==> config.mk <==
export PLATFORM = sky130hd
export DESIGN_NAME = rsc_state_control
export DESIGN_NICKNAME = d
export VERILOG_FILES = /design/src/rtl/rsc_pkg.sv /design/src/rtl/rsc_state_control.sv
export VERILOG_INCLUDE_DIRS = /design/src /design/src/rtl
export SDC_FILE = /design/constraint.sdc
export NUM_CORES = 1
export LEC_CHECK = 0
export ABC_CLOCK_PERIOD_IN_PS = 5200
export BUFFER_PORTS_ARGS = -buffer_cell sky130_fd_sc_hd__buf_2
export CAP_MARGIN = 20
export CORE_MARGIN = 3
export CORE_UTILIZATION = 30
export DETAILED_ROUTE_END_ITERATION = 10
export GPL_TIMING_DRIVEN = 0
export SETUP_SLACK_MARGIN = 0.1
export SLEW_MARGIN = 20
export SYNTH_ARGS = -nofsm -noshare
export SYNTH_HDL_FRONTEND = slang
export SYNTH_SLANG_ARGS = --single-unit
export TNS_END_PERCENT = 50
==> constraint.sdc <==
create_clock -name clk -period 5.2 [get_ports clk]
set_input_delay 0.26 -clock clk [delete_from_list [all_inputs] [get_ports clk]]
set_output_delay 0.26 -clock clk [all_outputs]
set_load 0.02 [all_outputs]
==> src/rtl/rsc_cfg.svh <==
// Offsets, field positions, reset values, command codes and timing for the state control block
`ifndef RSC_CFG_SVH
`define RSC_CFG_SVH

// ----------------------------------------------------------------
// Register offsets
// ----------------------------------------------------------------
`define RSC_ADDR_STATUS        6'h01
`define RSC_ADDR_STATE         6'h02
`define RSC_ADDR_CTRL_ONE      6'h04

// ----------------------------------------------------------------
// Field positions
// ----------------------------------------------------------------
`define RSC_CMD_MSB            4
`define RSC_TRAC_MSB           7
`define RSC_TRAC_LSB           5
`define RSC_CTL_EXT_IRQ        6
`define RSC_CTL_AUTO_CRC       5
`define RSC_CTL_RX_BUF         4
`define RSC_CTL_SPI_MSB        3
`define RSC_CTL_SPI_LSB        2
`define RSC_CTL_MASK_MODE      1
`define RSC_CTL_POLARITY       0

// ----------------------------------------------------------------
// Reset values
// ----------------------------------------------------------------
`define RSC_CTRL_ONE_RST       8'h22
`define RSC_CMD_RST            5'h00
`define RSC_TRAC_RST           3'h0

// ----------------------------------------------------------------
// Command and status codes
// ----------------------------------------------------------------
`define RSC_NO_OPERATION_CODE  5'h00
`define RSC_TX_START_CODE      5'h02
`define RSC_FORCED_OFF_CODE    5'h03
`define RSC_FORCED_PLL_CODE    5'h04
`define RSC_RX_LISTEN_CODE     5'h06
`define RSC_RADIO_IDLE_CODE    5'h08
`define RSC_PLL_READY_CODE     5'h09
`define RSC_AUTO_ACK_RX_CODE   5'h16
`define RSC_AUTO_RETRY_TX_CODE 5'h19
`define RSC_ST_P_ON            5'h00
`define RSC_ST_BUSY_RX         5'h01
`define RSC_ST_BUSY_TX         5'h02
`define RSC_ST_BUSY_RX_AACK    5'h11
`define RSC_ST_BUSY_TX_ARET    5'h12
`define RSC_ST_PENDING         5'h1F
`define RSC_TRAC_SUCCESS       3'h0
`define RSC_TRAC_INVALID       3'h7

// ----------------------------------------------------------------
// Timing
// ----------------------------------------------------------------
`define RSC_CLK_NS             10
`define RSC_SYMBOL_NS          16000
`define RSC_SETTLE_NS          1000

`endif

==> src/rtl/rsc_pkg.sv <==
// Types shared by the radio state command block
package rsc_pkg;

  // ----------------------------------------------------------------
  // Transceiver states
  // ----------------------------------------------------------------
  typedef enum logic [3:0] {
    rsc_p_on,
    rsc_radio_idle,
    rsc_pll_on,
    rsc_rx_on,
    rsc_busy_rx,
    rsc_tx_wait,
    rsc_busy_tx,
    rsc_rx_aack,
    rsc_busy_rx_aack,
    rsc_tx_aret,
    rsc_busy_tx_aret,
    rsc_transition_pending_state
  } rsc_state_t;

endpackage : rsc_pkg

==> src/rtl/rsc_state_control.sv <==
// Radio state command interpreter with state and control registers
// How it works
// Each write of an accepted command code other than 00 nop to the command field starts a transition toward the coded state.
// Codes 00 nop, 02 tx, 03 off, 04 pll, 06 rx, 08 idle, 09 pll.
// Codes 16 and 19 are accepted only in extended operating mode.
// Command field reads zero, the no-operation code, after reset.
// Frame transmission begins one symbol period after the transmit start command.
// Forced pll-on is ignored in power-on state; the bench issues it there and checks status stays 00.
// Host confirms each transition by reading the status register at 0x01.
// Same command field and codes serve basic and extended modes.
// Control register 0x04 holds irq, checksum, buffer, spi mode, mask, polarity.
// Control register resets with checksum and mask mode set, rest clear.
// State register 0x02: command in 4:0, read-only transaction result in 7:5.
// Status reads 1F during transition; host waits for a stable code.
// Rising edge on the trigger pin starts transmission in ready states.
// Reserved command codes leave the current state unchanged.
`timescale 1ns/1ps
`include "rsc_cfg.svh"

module rsc_state_control
  import rsc_pkg::*;
#(
  parameter int SYMBOL_NS = `RSC_SYMBOL_NS,
  parameter int SETTLE_NS = `RSC_SETTLE_NS,
  parameter int CNT_W     = 12
) (
  // Clock and reset
  input  wire logic       clk,
  input  wire logic       resetn,
  // Register port behind the serial interface
  input  wire logic       reg_wr,
  input  wire logic       reg_rd,
  input  wire logic [5:0] reg_addr,
  input  wire logic [7:0] reg_wdata,
  output logic      [7:0] reg_rdata,
  // Pins and mode strap
  input  wire logic       sleep_transmit_trigger_pin,
  input  wire logic       ext_mode_en,
  // Radio datapath handshakes
  input  wire logic       rx_frame_start,
  input  wire logic       rx_frame_done,
  input  wire logic       tx_frame_done,
  output logic            tx_frame_start,
  // State and configuration outputs
  output logic      [4:0] transceiver_status_field,
  output logic            ext_rx_start_irq_enable,
  output logic            tx_auto_crc_on,
  output logic            receive_buffer_control,
  output logic      [1:0] spi_cmd_mode,
  output logic            irq_mask_mode,
  output logic            irq_polarity
);

  // ----------------------------------------------------------------
  // Timing counts
  // ----------------------------------------------------------------
  // Least times round up to whole cycles
  localparam int SYM_CYC    = (SYMBOL_NS + `RSC_CLK_NS - 1) / `RSC_CLK_NS;
  localparam int SETTLE_CYC = (SETTLE_NS + `RSC_CLK_NS - 1) / `RSC_CLK_NS;

  // ----------------------------------------------------------------
  // Status code of a state
  // ----------------------------------------------------------------
  function automatic logic [4:0] status_code(input rsc_state_t s);
    logic [4:0] c;
    c = `RSC_ST_P_ON;
    unique case (s)
      rsc_p_on:                     c = `RSC_ST_P_ON;
      rsc_radio_idle:               c = `RSC_RADIO_IDLE_CODE;
      rsc_pll_on:                   c = `RSC_PLL_READY_CODE;
      rsc_rx_on:                    c = `RSC_RX_LISTEN_CODE;
      rsc_busy_rx:                  c = `RSC_ST_BUSY_RX;
      rsc_tx_wait:                  c = `RSC_ST_BUSY_TX;
      rsc_busy_tx:                  c = `RSC_ST_BUSY_TX;
      rsc_rx_aack:                  c = `RSC_AUTO_ACK_RX_CODE;
      rsc_busy_rx_aack:             c = `RSC_ST_BUSY_RX_AACK;
      rsc_tx_aret:                  c = `RSC_AUTO_RETRY_TX_CODE;
      rsc_busy_tx_aret:             c = `RSC_ST_BUSY_TX_ARET;
      rsc_transition_pending_state: c = `RSC_ST_PENDING;
    endcase
    return c;
  endfunction : status_code

  // ----------------------------------------------------------------
  // Pin synchroniser and edge detect
  // ----------------------------------------------------------------
  logic [2:0] trig_sync;
  logic [1:0] ext_sync;
  logic       trig_rise;

  always_ff @(posedge clk) begin
    if (!resetn) begin
      trig_sync <= 3'h0;
      ext_sync  <= 2'h0;
    end else begin
      trig_sync <= {trig_sync[1:0], sleep_transmit_trigger_pin};
      ext_sync  <= {ext_sync[0], ext_mode_en};
    end
  end

  // Edge taken between second and third stage, never the first
  assign trig_rise = trig_sync[1] & ~trig_sync[2];

  // ----------------------------------------------------------------
  // Registers
  // ----------------------------------------------------------------
  logic [7:0] state_ctrl_one;
  logic [7:0] next_ctrl_one;
  logic [4:0] state_command_field;
  logic [4:0] next_command_field;
  logic [7:0] next_rdata;
  logic [2:0] trac_result;
  logic       cmd_wr;

  assign cmd_wr = reg_wr && (reg_addr == `RSC_ADDR_STATE);

  always_comb begin
    next_ctrl_one      = state_ctrl_one;
    next_command_field = state_command_field;
    next_rdata         = reg_rdata;
    if (reg_wr && (reg_addr == `RSC_ADDR_CTRL_ONE)) begin
      next_ctrl_one = reg_wdata;
    end
    if (cmd_wr) begin
      next_command_field = reg_wdata[`RSC_CMD_MSB:0];
    end
    if (reg_rd) begin
      unique case (reg_addr)
        `RSC_ADDR_STATUS:   next_rdata = {3'h0, transceiver_status_field};
        `RSC_ADDR_STATE:    next_rdata = {trac_result, state_command_field};
        `RSC_ADDR_CTRL_ONE: next_rdata = state_ctrl_one;
        default:            next_rdata = 8'h00;
      endcase
    end
  end

  always_ff @(posedge clk) begin
    if (!resetn) begin
      state_ctrl_one      <= `RSC_CTRL_ONE_RST;
      state_command_field <= `RSC_CMD_RST;
      reg_rdata           <= 8'h00;
    end else begin
      state_ctrl_one      <= next_ctrl_one;
      state_command_field <= next_command_field;
      reg_rdata           <= next_rdata;
    end
  end

  assign ext_rx_start_irq_enable = state_ctrl_one[`RSC_CTL_EXT_IRQ];
  assign tx_auto_crc_on          = state_ctrl_one[`RSC_CTL_AUTO_CRC];
  assign receive_buffer_control  = state_ctrl_one[`RSC_CTL_RX_BUF];
  assign spi_cmd_mode            = state_ctrl_one[`RSC_CTL_SPI_MSB:`RSC_CTL_SPI_LSB];
  assign irq_mask_mode           = state_ctrl_one[`RSC_CTL_MASK_MODE];
  assign irq_polarity            = state_ctrl_one[`RSC_CTL_POLARITY];

  // ----------------------------------------------------------------
  // Transceiver state machine
  // ----------------------------------------------------------------
  rsc_state_t       state;
  rsc_state_t       next_state;
  rsc_state_t       target;
  rsc_state_t       next_target;
  logic [CNT_W-1:0] cnt;
  logic [CNT_W-1:0] next_cnt;
  logic [2:0]       next_trac;
  logic             next_tx_start;
  logic [4:0]       cmd;
  logic             steady;

  assign cmd    = reg_wdata[`RSC_CMD_MSB:0];
  // P_ON accepts only the idle and forced-off commands
  assign steady = (state != rsc_transition_pending_state) && (state != rsc_p_on);

  always_comb begin
    next_state    = state;
    next_target   = target;
    next_cnt      = cnt;
    next_trac     = trac_result;
    next_tx_start = 1'b0;
    unique case (state)
      rsc_transition_pending_state: begin
        if (cnt == '0) begin
          next_state = target;
        end else begin
          next_cnt = cnt - CNT_W'(1);
        end
      end
      rsc_tx_wait: begin
        if (cnt == '0) begin
          next_state    = target;
          next_tx_start = 1'b1;
        end else begin
          next_cnt = cnt - CNT_W'(1);
        end
      end
      rsc_pll_on, rsc_tx_aret: begin
        if (trig_rise) begin
          next_state  = rsc_tx_wait;
          next_target = (state == rsc_tx_aret) ? rsc_busy_tx_aret : rsc_busy_tx;
          next_cnt    = CNT_W'(SYM_CYC - 1);
          if (state == rsc_tx_aret) begin
            next_trac = `RSC_TRAC_INVALID;
          end
        end
      end
      rsc_busy_tx: begin
        if (tx_frame_done) begin
          next_state = rsc_pll_on;
        end
      end
      rsc_busy_tx_aret: begin
        if (tx_frame_done) begin
          next_state = rsc_tx_aret;
          next_trac  = `RSC_TRAC_SUCCESS;
        end
      end
      rsc_rx_on: begin
        if (rx_frame_start) begin
          next_state = rsc_busy_rx;
        end
      end
      rsc_rx_aack: begin
        if (rx_frame_start) begin
          next_state = rsc_busy_rx_aack;
          next_trac  = `RSC_TRAC_INVALID;
        end
      end
      rsc_busy_rx: begin
        if (rx_frame_done) begin
          next_state = rsc_rx_on;
        end
      end
      rsc_busy_rx_aack: begin
        if (rx_frame_done) begin
          next_state = rsc_rx_aack;
          next_trac  = `RSC_TRAC_SUCCESS;
        end
      end
      rsc_p_on, rsc_radio_idle: begin
        next_state = state;
      end
    endcase
    // Host writes override internal events; one decoder for both modes
    if (cmd_wr) begin
      unique case (cmd)
        `RSC_FORCED_OFF_CODE: begin
          // Forced off aborts anything, even a pending transition
          next_state    = rsc_radio_idle;
          next_tx_start = 1'b0;
        end
        `RSC_TX_START_CODE: begin
          if (state == rsc_pll_on || state == rsc_tx_aret) begin
            next_state  = rsc_tx_wait;
            next_target = (state == rsc_tx_aret) ? rsc_busy_tx_aret : rsc_busy_tx;
            next_cnt    = CNT_W'(SYM_CYC - 1);
          end
        end
        `RSC_FORCED_PLL_CODE: begin
          if (steady) begin
            next_state    = rsc_transition_pending_state;
            next_target   = rsc_pll_on;
            next_cnt      = CNT_W'(SETTLE_CYC - 1);
            next_tx_start = 1'b0;
          end
        end
        `RSC_RADIO_IDLE_CODE, `RSC_RX_LISTEN_CODE, `RSC_PLL_READY_CODE: begin
          if (state != rsc_transition_pending_state &&
              (state != rsc_p_on || cmd == `RSC_RADIO_IDLE_CODE)) begin
            next_state  = rsc_transition_pending_state;
            next_target = (cmd == `RSC_RADIO_IDLE_CODE) ? rsc_radio_idle :
                          (cmd == `RSC_RX_LISTEN_CODE)  ? rsc_rx_on : rsc_pll_on;
            next_cnt    = CNT_W'(SETTLE_CYC - 1);
          end
        end
        `RSC_AUTO_ACK_RX_CODE, `RSC_AUTO_RETRY_TX_CODE: begin
          if (steady && ext_sync[1]) begin
            next_state  = rsc_transition_pending_state;
            next_target = (cmd == `RSC_AUTO_ACK_RX_CODE) ? rsc_rx_aack : rsc_tx_aret;
            next_cnt    = CNT_W'(SETTLE_CYC - 1);
            next_trac   = `RSC_TRAC_INVALID;
          end
        end
        default: begin
          next_state = next_state;
        end
      endcase
    end
  end

  always_ff @(posedge clk) begin
    if (!resetn) begin
      state                    <= rsc_p_on;
      target                   <= rsc_p_on;
      cnt                      <= '0;
      trac_result              <= `RSC_TRAC_RST;
      tx_frame_start           <= 1'b0;
      transceiver_status_field <= `RSC_ST_P_ON;
    end else begin
      state                    <= next_state;
      target                   <= next_target;
      cnt                      <= next_cnt;
      trac_result              <= next_trac;
      tx_frame_start           <= next_tx_start;
      transceiver_status_field <= status_code(next_state);
    end
  end

endmodule : rsc_state_control

# Word level (Yosys, flattened, before mapping)
# Cells that the tools add are included.
# W data, S select, Z words.
[totals]
rom_bits = 0
register_bits = 55
ram_bits = 0
input_bits = 23
elab_cells = 117
mem_count = 0
latch_bits = 0
[op_classes]
n_reduce_logical = 17
n_div = 0
bitwise = 2
muxes = 52
mul = 0
shifts = 0
n_eq_ne = 34
addsub = 1
order_cmp = 0
[ops]
columns = ["operator", "count"]
rows = [
  ["$mux W4", 22],
  ["$mux W12", 7],
  ["$pmux W5 S11", 1],
  ["$pmux W12 S4", 1],
  ["$pmux W4 S9", 1],
  ["$eq A4 B3 Y1 const B", 8],
  ["$eq A4 B4 Y1 const B", 8],
  ["$mux W3", 8],
  ["$pmux W12 S2", 1],
  ["$pmux W8 S3", 1],
  ["$pmux W4 S5", 1],
  ["$eq A4 B2 Y1 const B", 4],
  ["$pmux W4 S4", 1],
  ["$logic_not A12 Y1", 1],
  ["$pmux W3 S4", 1],
  ["$sub A12 B1 Y12 const B", 1],
  ["$eq A5 B2 Y1 const B", 2],
  ["$eq A5 B3 Y1 const B", 2],
  ["$eq A5 B4 Y1 const B", 2],
  ["$eq A5 B5 Y1 const B", 2],
  ["$reduce_or A2 Y1", 5],
  ["$eq A4 B1 Y1 const B", 2],
  ["$logic_not A4 Y1", 2],
  ["$eq A6 B1 Y1 const B", 1],
  ["other kinds (12)", 21],
]

# Longest topological paths before layout
[logic_depth]
ltp_word = 10
mapped_depth = 10

# Least setup slack after synthesis
# No wires, ideal clock.
[synth_timing]
path_kind = "flip-flop to flip-flop"
start = "reg cnt[0]"
end = "reg transceiver_status_field[4]"
synth_period_minus_slack_ps = 2307
setup_ps = 70
n_path_buf = 1
path_slack_ps = 2893
arrival_time_ps = 2237
path_stages_with_launch = 11
path_cell_list = "dfxtp_1 > inv_1 > ha_1 > nor3b_2 > and3_1 > buf_4 > o311ai_1 > a31oi_1 > o21a_1 > or4_1 > a21oi_1"
[synth_via]
elab_chain_cells = 9
word_cells_on_any_way = 23
[synth_lines]
columns = ["element", "line", "text"]
rows = [
  ["start, declared", "rsc_state_control.sv:163", "logic [CNT_W-1:0] cnt;"],
  ["start signal, assigned", "rsc_state_control.sv:301", "cnt <= next_cnt;"],
  ["$logic_not A12 Y1 *", "rsc_state_control.sv:182, rsc_state_control.sv:189", ""],
  ["$mux W4 *", "rsc_state_control.sv:182, rsc_state_control.sv:189", ""],
  ["$pmux W4 S9 *", "rsc_state_control.sv:180", "unique case (state)"],
  ["$mux W4, on equally long branches", "--", ""],
  ["$pmux W4 S5", "rsc_state_control.sv:245", "unique case (cmd)"],
  ["$mux W4 *", "rsc_state_control.sv:244", "if (cmd_wr) begin"],
  ["$eq A4 B3 Y1", "rsc_state_control.sv:67", "unique case (s)"],
  ["$reduce_or A2 Y1 (no source line)", "--", ""],
  ["$pmux W5 S11 *", "rsc_state_control.sv:67", ""],
  ["end signal, assigned", "rsc_state_control.sv:297", "transceiver_status_field <= `RSC_ST_P_ON;"],
  ["end signal, assigned", "rsc_state_control.sv:304", "transceiver_status_field <= status_code(next_state);"],
  ["end, declared", "rsc_state_control.sv:45", "output logic [4:0] transceiver_status_field,"],
]
# Every way passes the cells marked *; elsewhere a longest branch is shown, timed or not.
# A chain may end at the register's enable or synchronous reset.

# Worst setup path after layout
# Ends and elaborated chain as after synthesis.

==> metrics.csv <==
metric;value;unit
status;finished, final reports clean;
grt_max_degree;17;
synthTopCellsByArea;dfxtp_1, a21oi_1, nor2_1, nand2_1, o21ai_0;
dp_slack;2530;ps
design.core.area;10600;um2
synth_edf_count;0;
first_global_vias;3017;
syn_to_final_growth;15.6;%
cts_buffers;5;
ys_warn_count;0;
track_usage;14.6;%
worst_slew_pin_slew;783;ps
cp.buffers_inverters;1;
clk_path_buf_depth;2;
synthAdderAreaFrac;0.376;%
synth_nets;430;
powerDensity;216;nW/um2
ys_seq_area_share;33.1;%
place_congestion;0.867;
yosysMostFrequentCell;dfxtp_1;
fin_util;36.4;%
clkLatencyLatePin;310;ps
path_delay_family;simple AND/OR/NAND/NOR gates;
rsz0062_at_grt;no;
wl;9260;um
synth_area;3330;um2
clk_pin_slew_worst_paths;100;ps
max_cap_violations;0;
relSlewSlack;47.1;%
synth_seq_cells;55;
drive_gt1_share;19.3;%
clock-skew-final;11.2;ps
hp-class;input port to flip-flop;
critPathSlowestCell;or4_1;
dieArea;12400;um2
antenna_found_initial;0;
crit_path_frequent_cell;a31oi_1;
hpwl;7120;um
endpoint_kind;flip-flop;
cp_cell_sequence;inv_1 -> ha_1 -> nor3b_2 -> nand3_1 -> a31oi_1 -> a31oi_1 -> or4_1 -> a21oi_1;
async_flop_share;0;%
first_pass_iters;5;
setup_tns;0;ps
cpPeakStageDelay;570;ps
grt_pass1_wl;15200;um
synth.largest_area_cell;dfxtp_1;
max_freq;363;MHz
final-setup-viol-count;0;
arrival;3000;ps
syn-mean-instance-area;8.20;um2
nFillCells;1120;
start_util;31.5;%
dominantRegCellSynth;dfxtp_1;
die_y;111;um
netlist-cell-type-count;76;
regArea;1100;um2
setup_ws;2450;ps
synth-simple-area-share;30.5;%
drcViolationCount;0;
cts_max_level;2;
die_w;111;um
finalNonFillerCells;593;
vias;3288;
num_rows;37;
cts_hold_buffers;0;
slew_violations;0;
synth.mux.area_fraction;2.14;%
synth_top_family_by_area;simple AND/OR/NAND/NOR gates;
path_max_fanout;8;
critPathKind;flip-flop to flip-flop;
ys_top_cells_by_count;dfxtp_1, a21oi_1, nor2_1, nand2_1, o21ai_0;
finalCriticalPeriod;2750;ps
numPortBuffers;43;
placed_cells;585;
nets;480;
viasPerCell;5.54;
cts_setup_buffers;0;
hold_viol;0;
synthCells;406;
tritoncts;yes;
min_period_over_period;52.9;%
cp_data_required_time;5450;ps
start_kind;flip-flop;
multiInputGateArea;2070;um2
irDropWorstVdd;0.107;mV
root_buffer;clkbuf_8;
detail_route.wl_per_cell;15.6;um
post_cts_resized;0;
io_pins;44;
synth_xor_area_share;1.84;%
postRouteAntennaNets;0;
yosys.area.top_type_share;33.1;%
drt_iter0_drc;248;
synth_compound_area_share;27.3;%
overflow;0;
clock_sinks;55;
n_antenna_cell;0;
p_leak;1.46;nW
==> stage by stage <==
step                cell area, um2  hold slack, ps  total power [mW]
CTS                           3850             147             0.836
global route                  3850             161             0.857
detailed placement            3710             420             0.506
global placement              3710             423             0.505
finish                        3850             146             0.830
floorplan                     3330             387             0.479
==> kinds of logic (layout without fill, tap and decap cells) <==
group | after synthesis | in the layout
compound gates | 132 | 132
xor+xnor | 7 | 7
fa+ha+maj | 1 | 1
buf+inv | 31 | 82
flops | 55 | 55
mux | 7 | 7
simple gates | 173 | 173
==> power by group <==
group	leakage, nW	switching, mW	internal [mW]
clock	0.0654	0.142	0.193
combinational	0.948	0.0409	0.0269
sequential	0.445	0.00292	0.425
total	1.46	0.186	0.644
==> metal layers <==
| layer | part of all wire (%) | GRT usage, % | vias to the layer above |
|---|---|---|---|
| met2 | 47 | 23.8 | 82 |
| li1 | - | - | 1619 |
| met1 | 48 | 20.5 | 1583 |
| met3 | 4.3 | 2.35 | 4 |
| met5 | 0 | 0 | - |
| met4 | 0.55 | 2.60 | 0 |
==> sequential cells by signal (all words and copies together) (netlist names), 2 cells and up <==
| name | count |
|---|---|
| cnt | 12 |
| ext_sync | 2 |
| reg_rdata | 8 |
| state | 4 |
| state_command_field | 5 |
| state_ctrl_one | 8 |
| target | 4 |
| trac_result | 3 |
| transceiver_status_field | 5 |
| trig_sync | 3 |
==> layout by cell type, fill, tap and decap left out, types with 10 or more instances in the layout <==
cell	netlist	final
a21oi_1	45	45
a31oi_1	10	10
buf_2	9	52
dfxtp_1	55	55
nand2_1	37	37
nand3_1	11	11
nor2_1	45	45
o21ai_0	16	16
==> final timing paths <==
check,start,endpoint,slack (ps),cells past startpoint
worst max-delay path,cnt[0],transceiver_status_field[4],2450,8
worst min-delay path,ext_mode_en,ext_sync[0],150,2
worst max register to register,cnt[0],transceiver_status_field[4],2450,8
worst min register to register,trig_sync[0],trig_sync[1],440,1
==> final cells by class <==
type,instances,share of cell area (%)
buffer,24,3.51
multi-input combinational,320,53.7
tap,136,4.42
inverter,7,0.683
clock inverter,2,1.56
timing repair buffer,43,5.60
clock buffer,6,1.89
sequential,55,28.6
==> worst reg2reg max path, delay by kind of cell (launching register included) <==
family / cells / cell delay, ps
AO/OA/AOI/OAI: 3 / 760
adder cells (fa/ha/maj): 1 / 160
flip-flops: 1 / 360
buffers and inverters: 1 / 70
AND/OR/NAND/NOR: 3 / 1360
No activity file was read; power rests on OpenSTA's default activity.
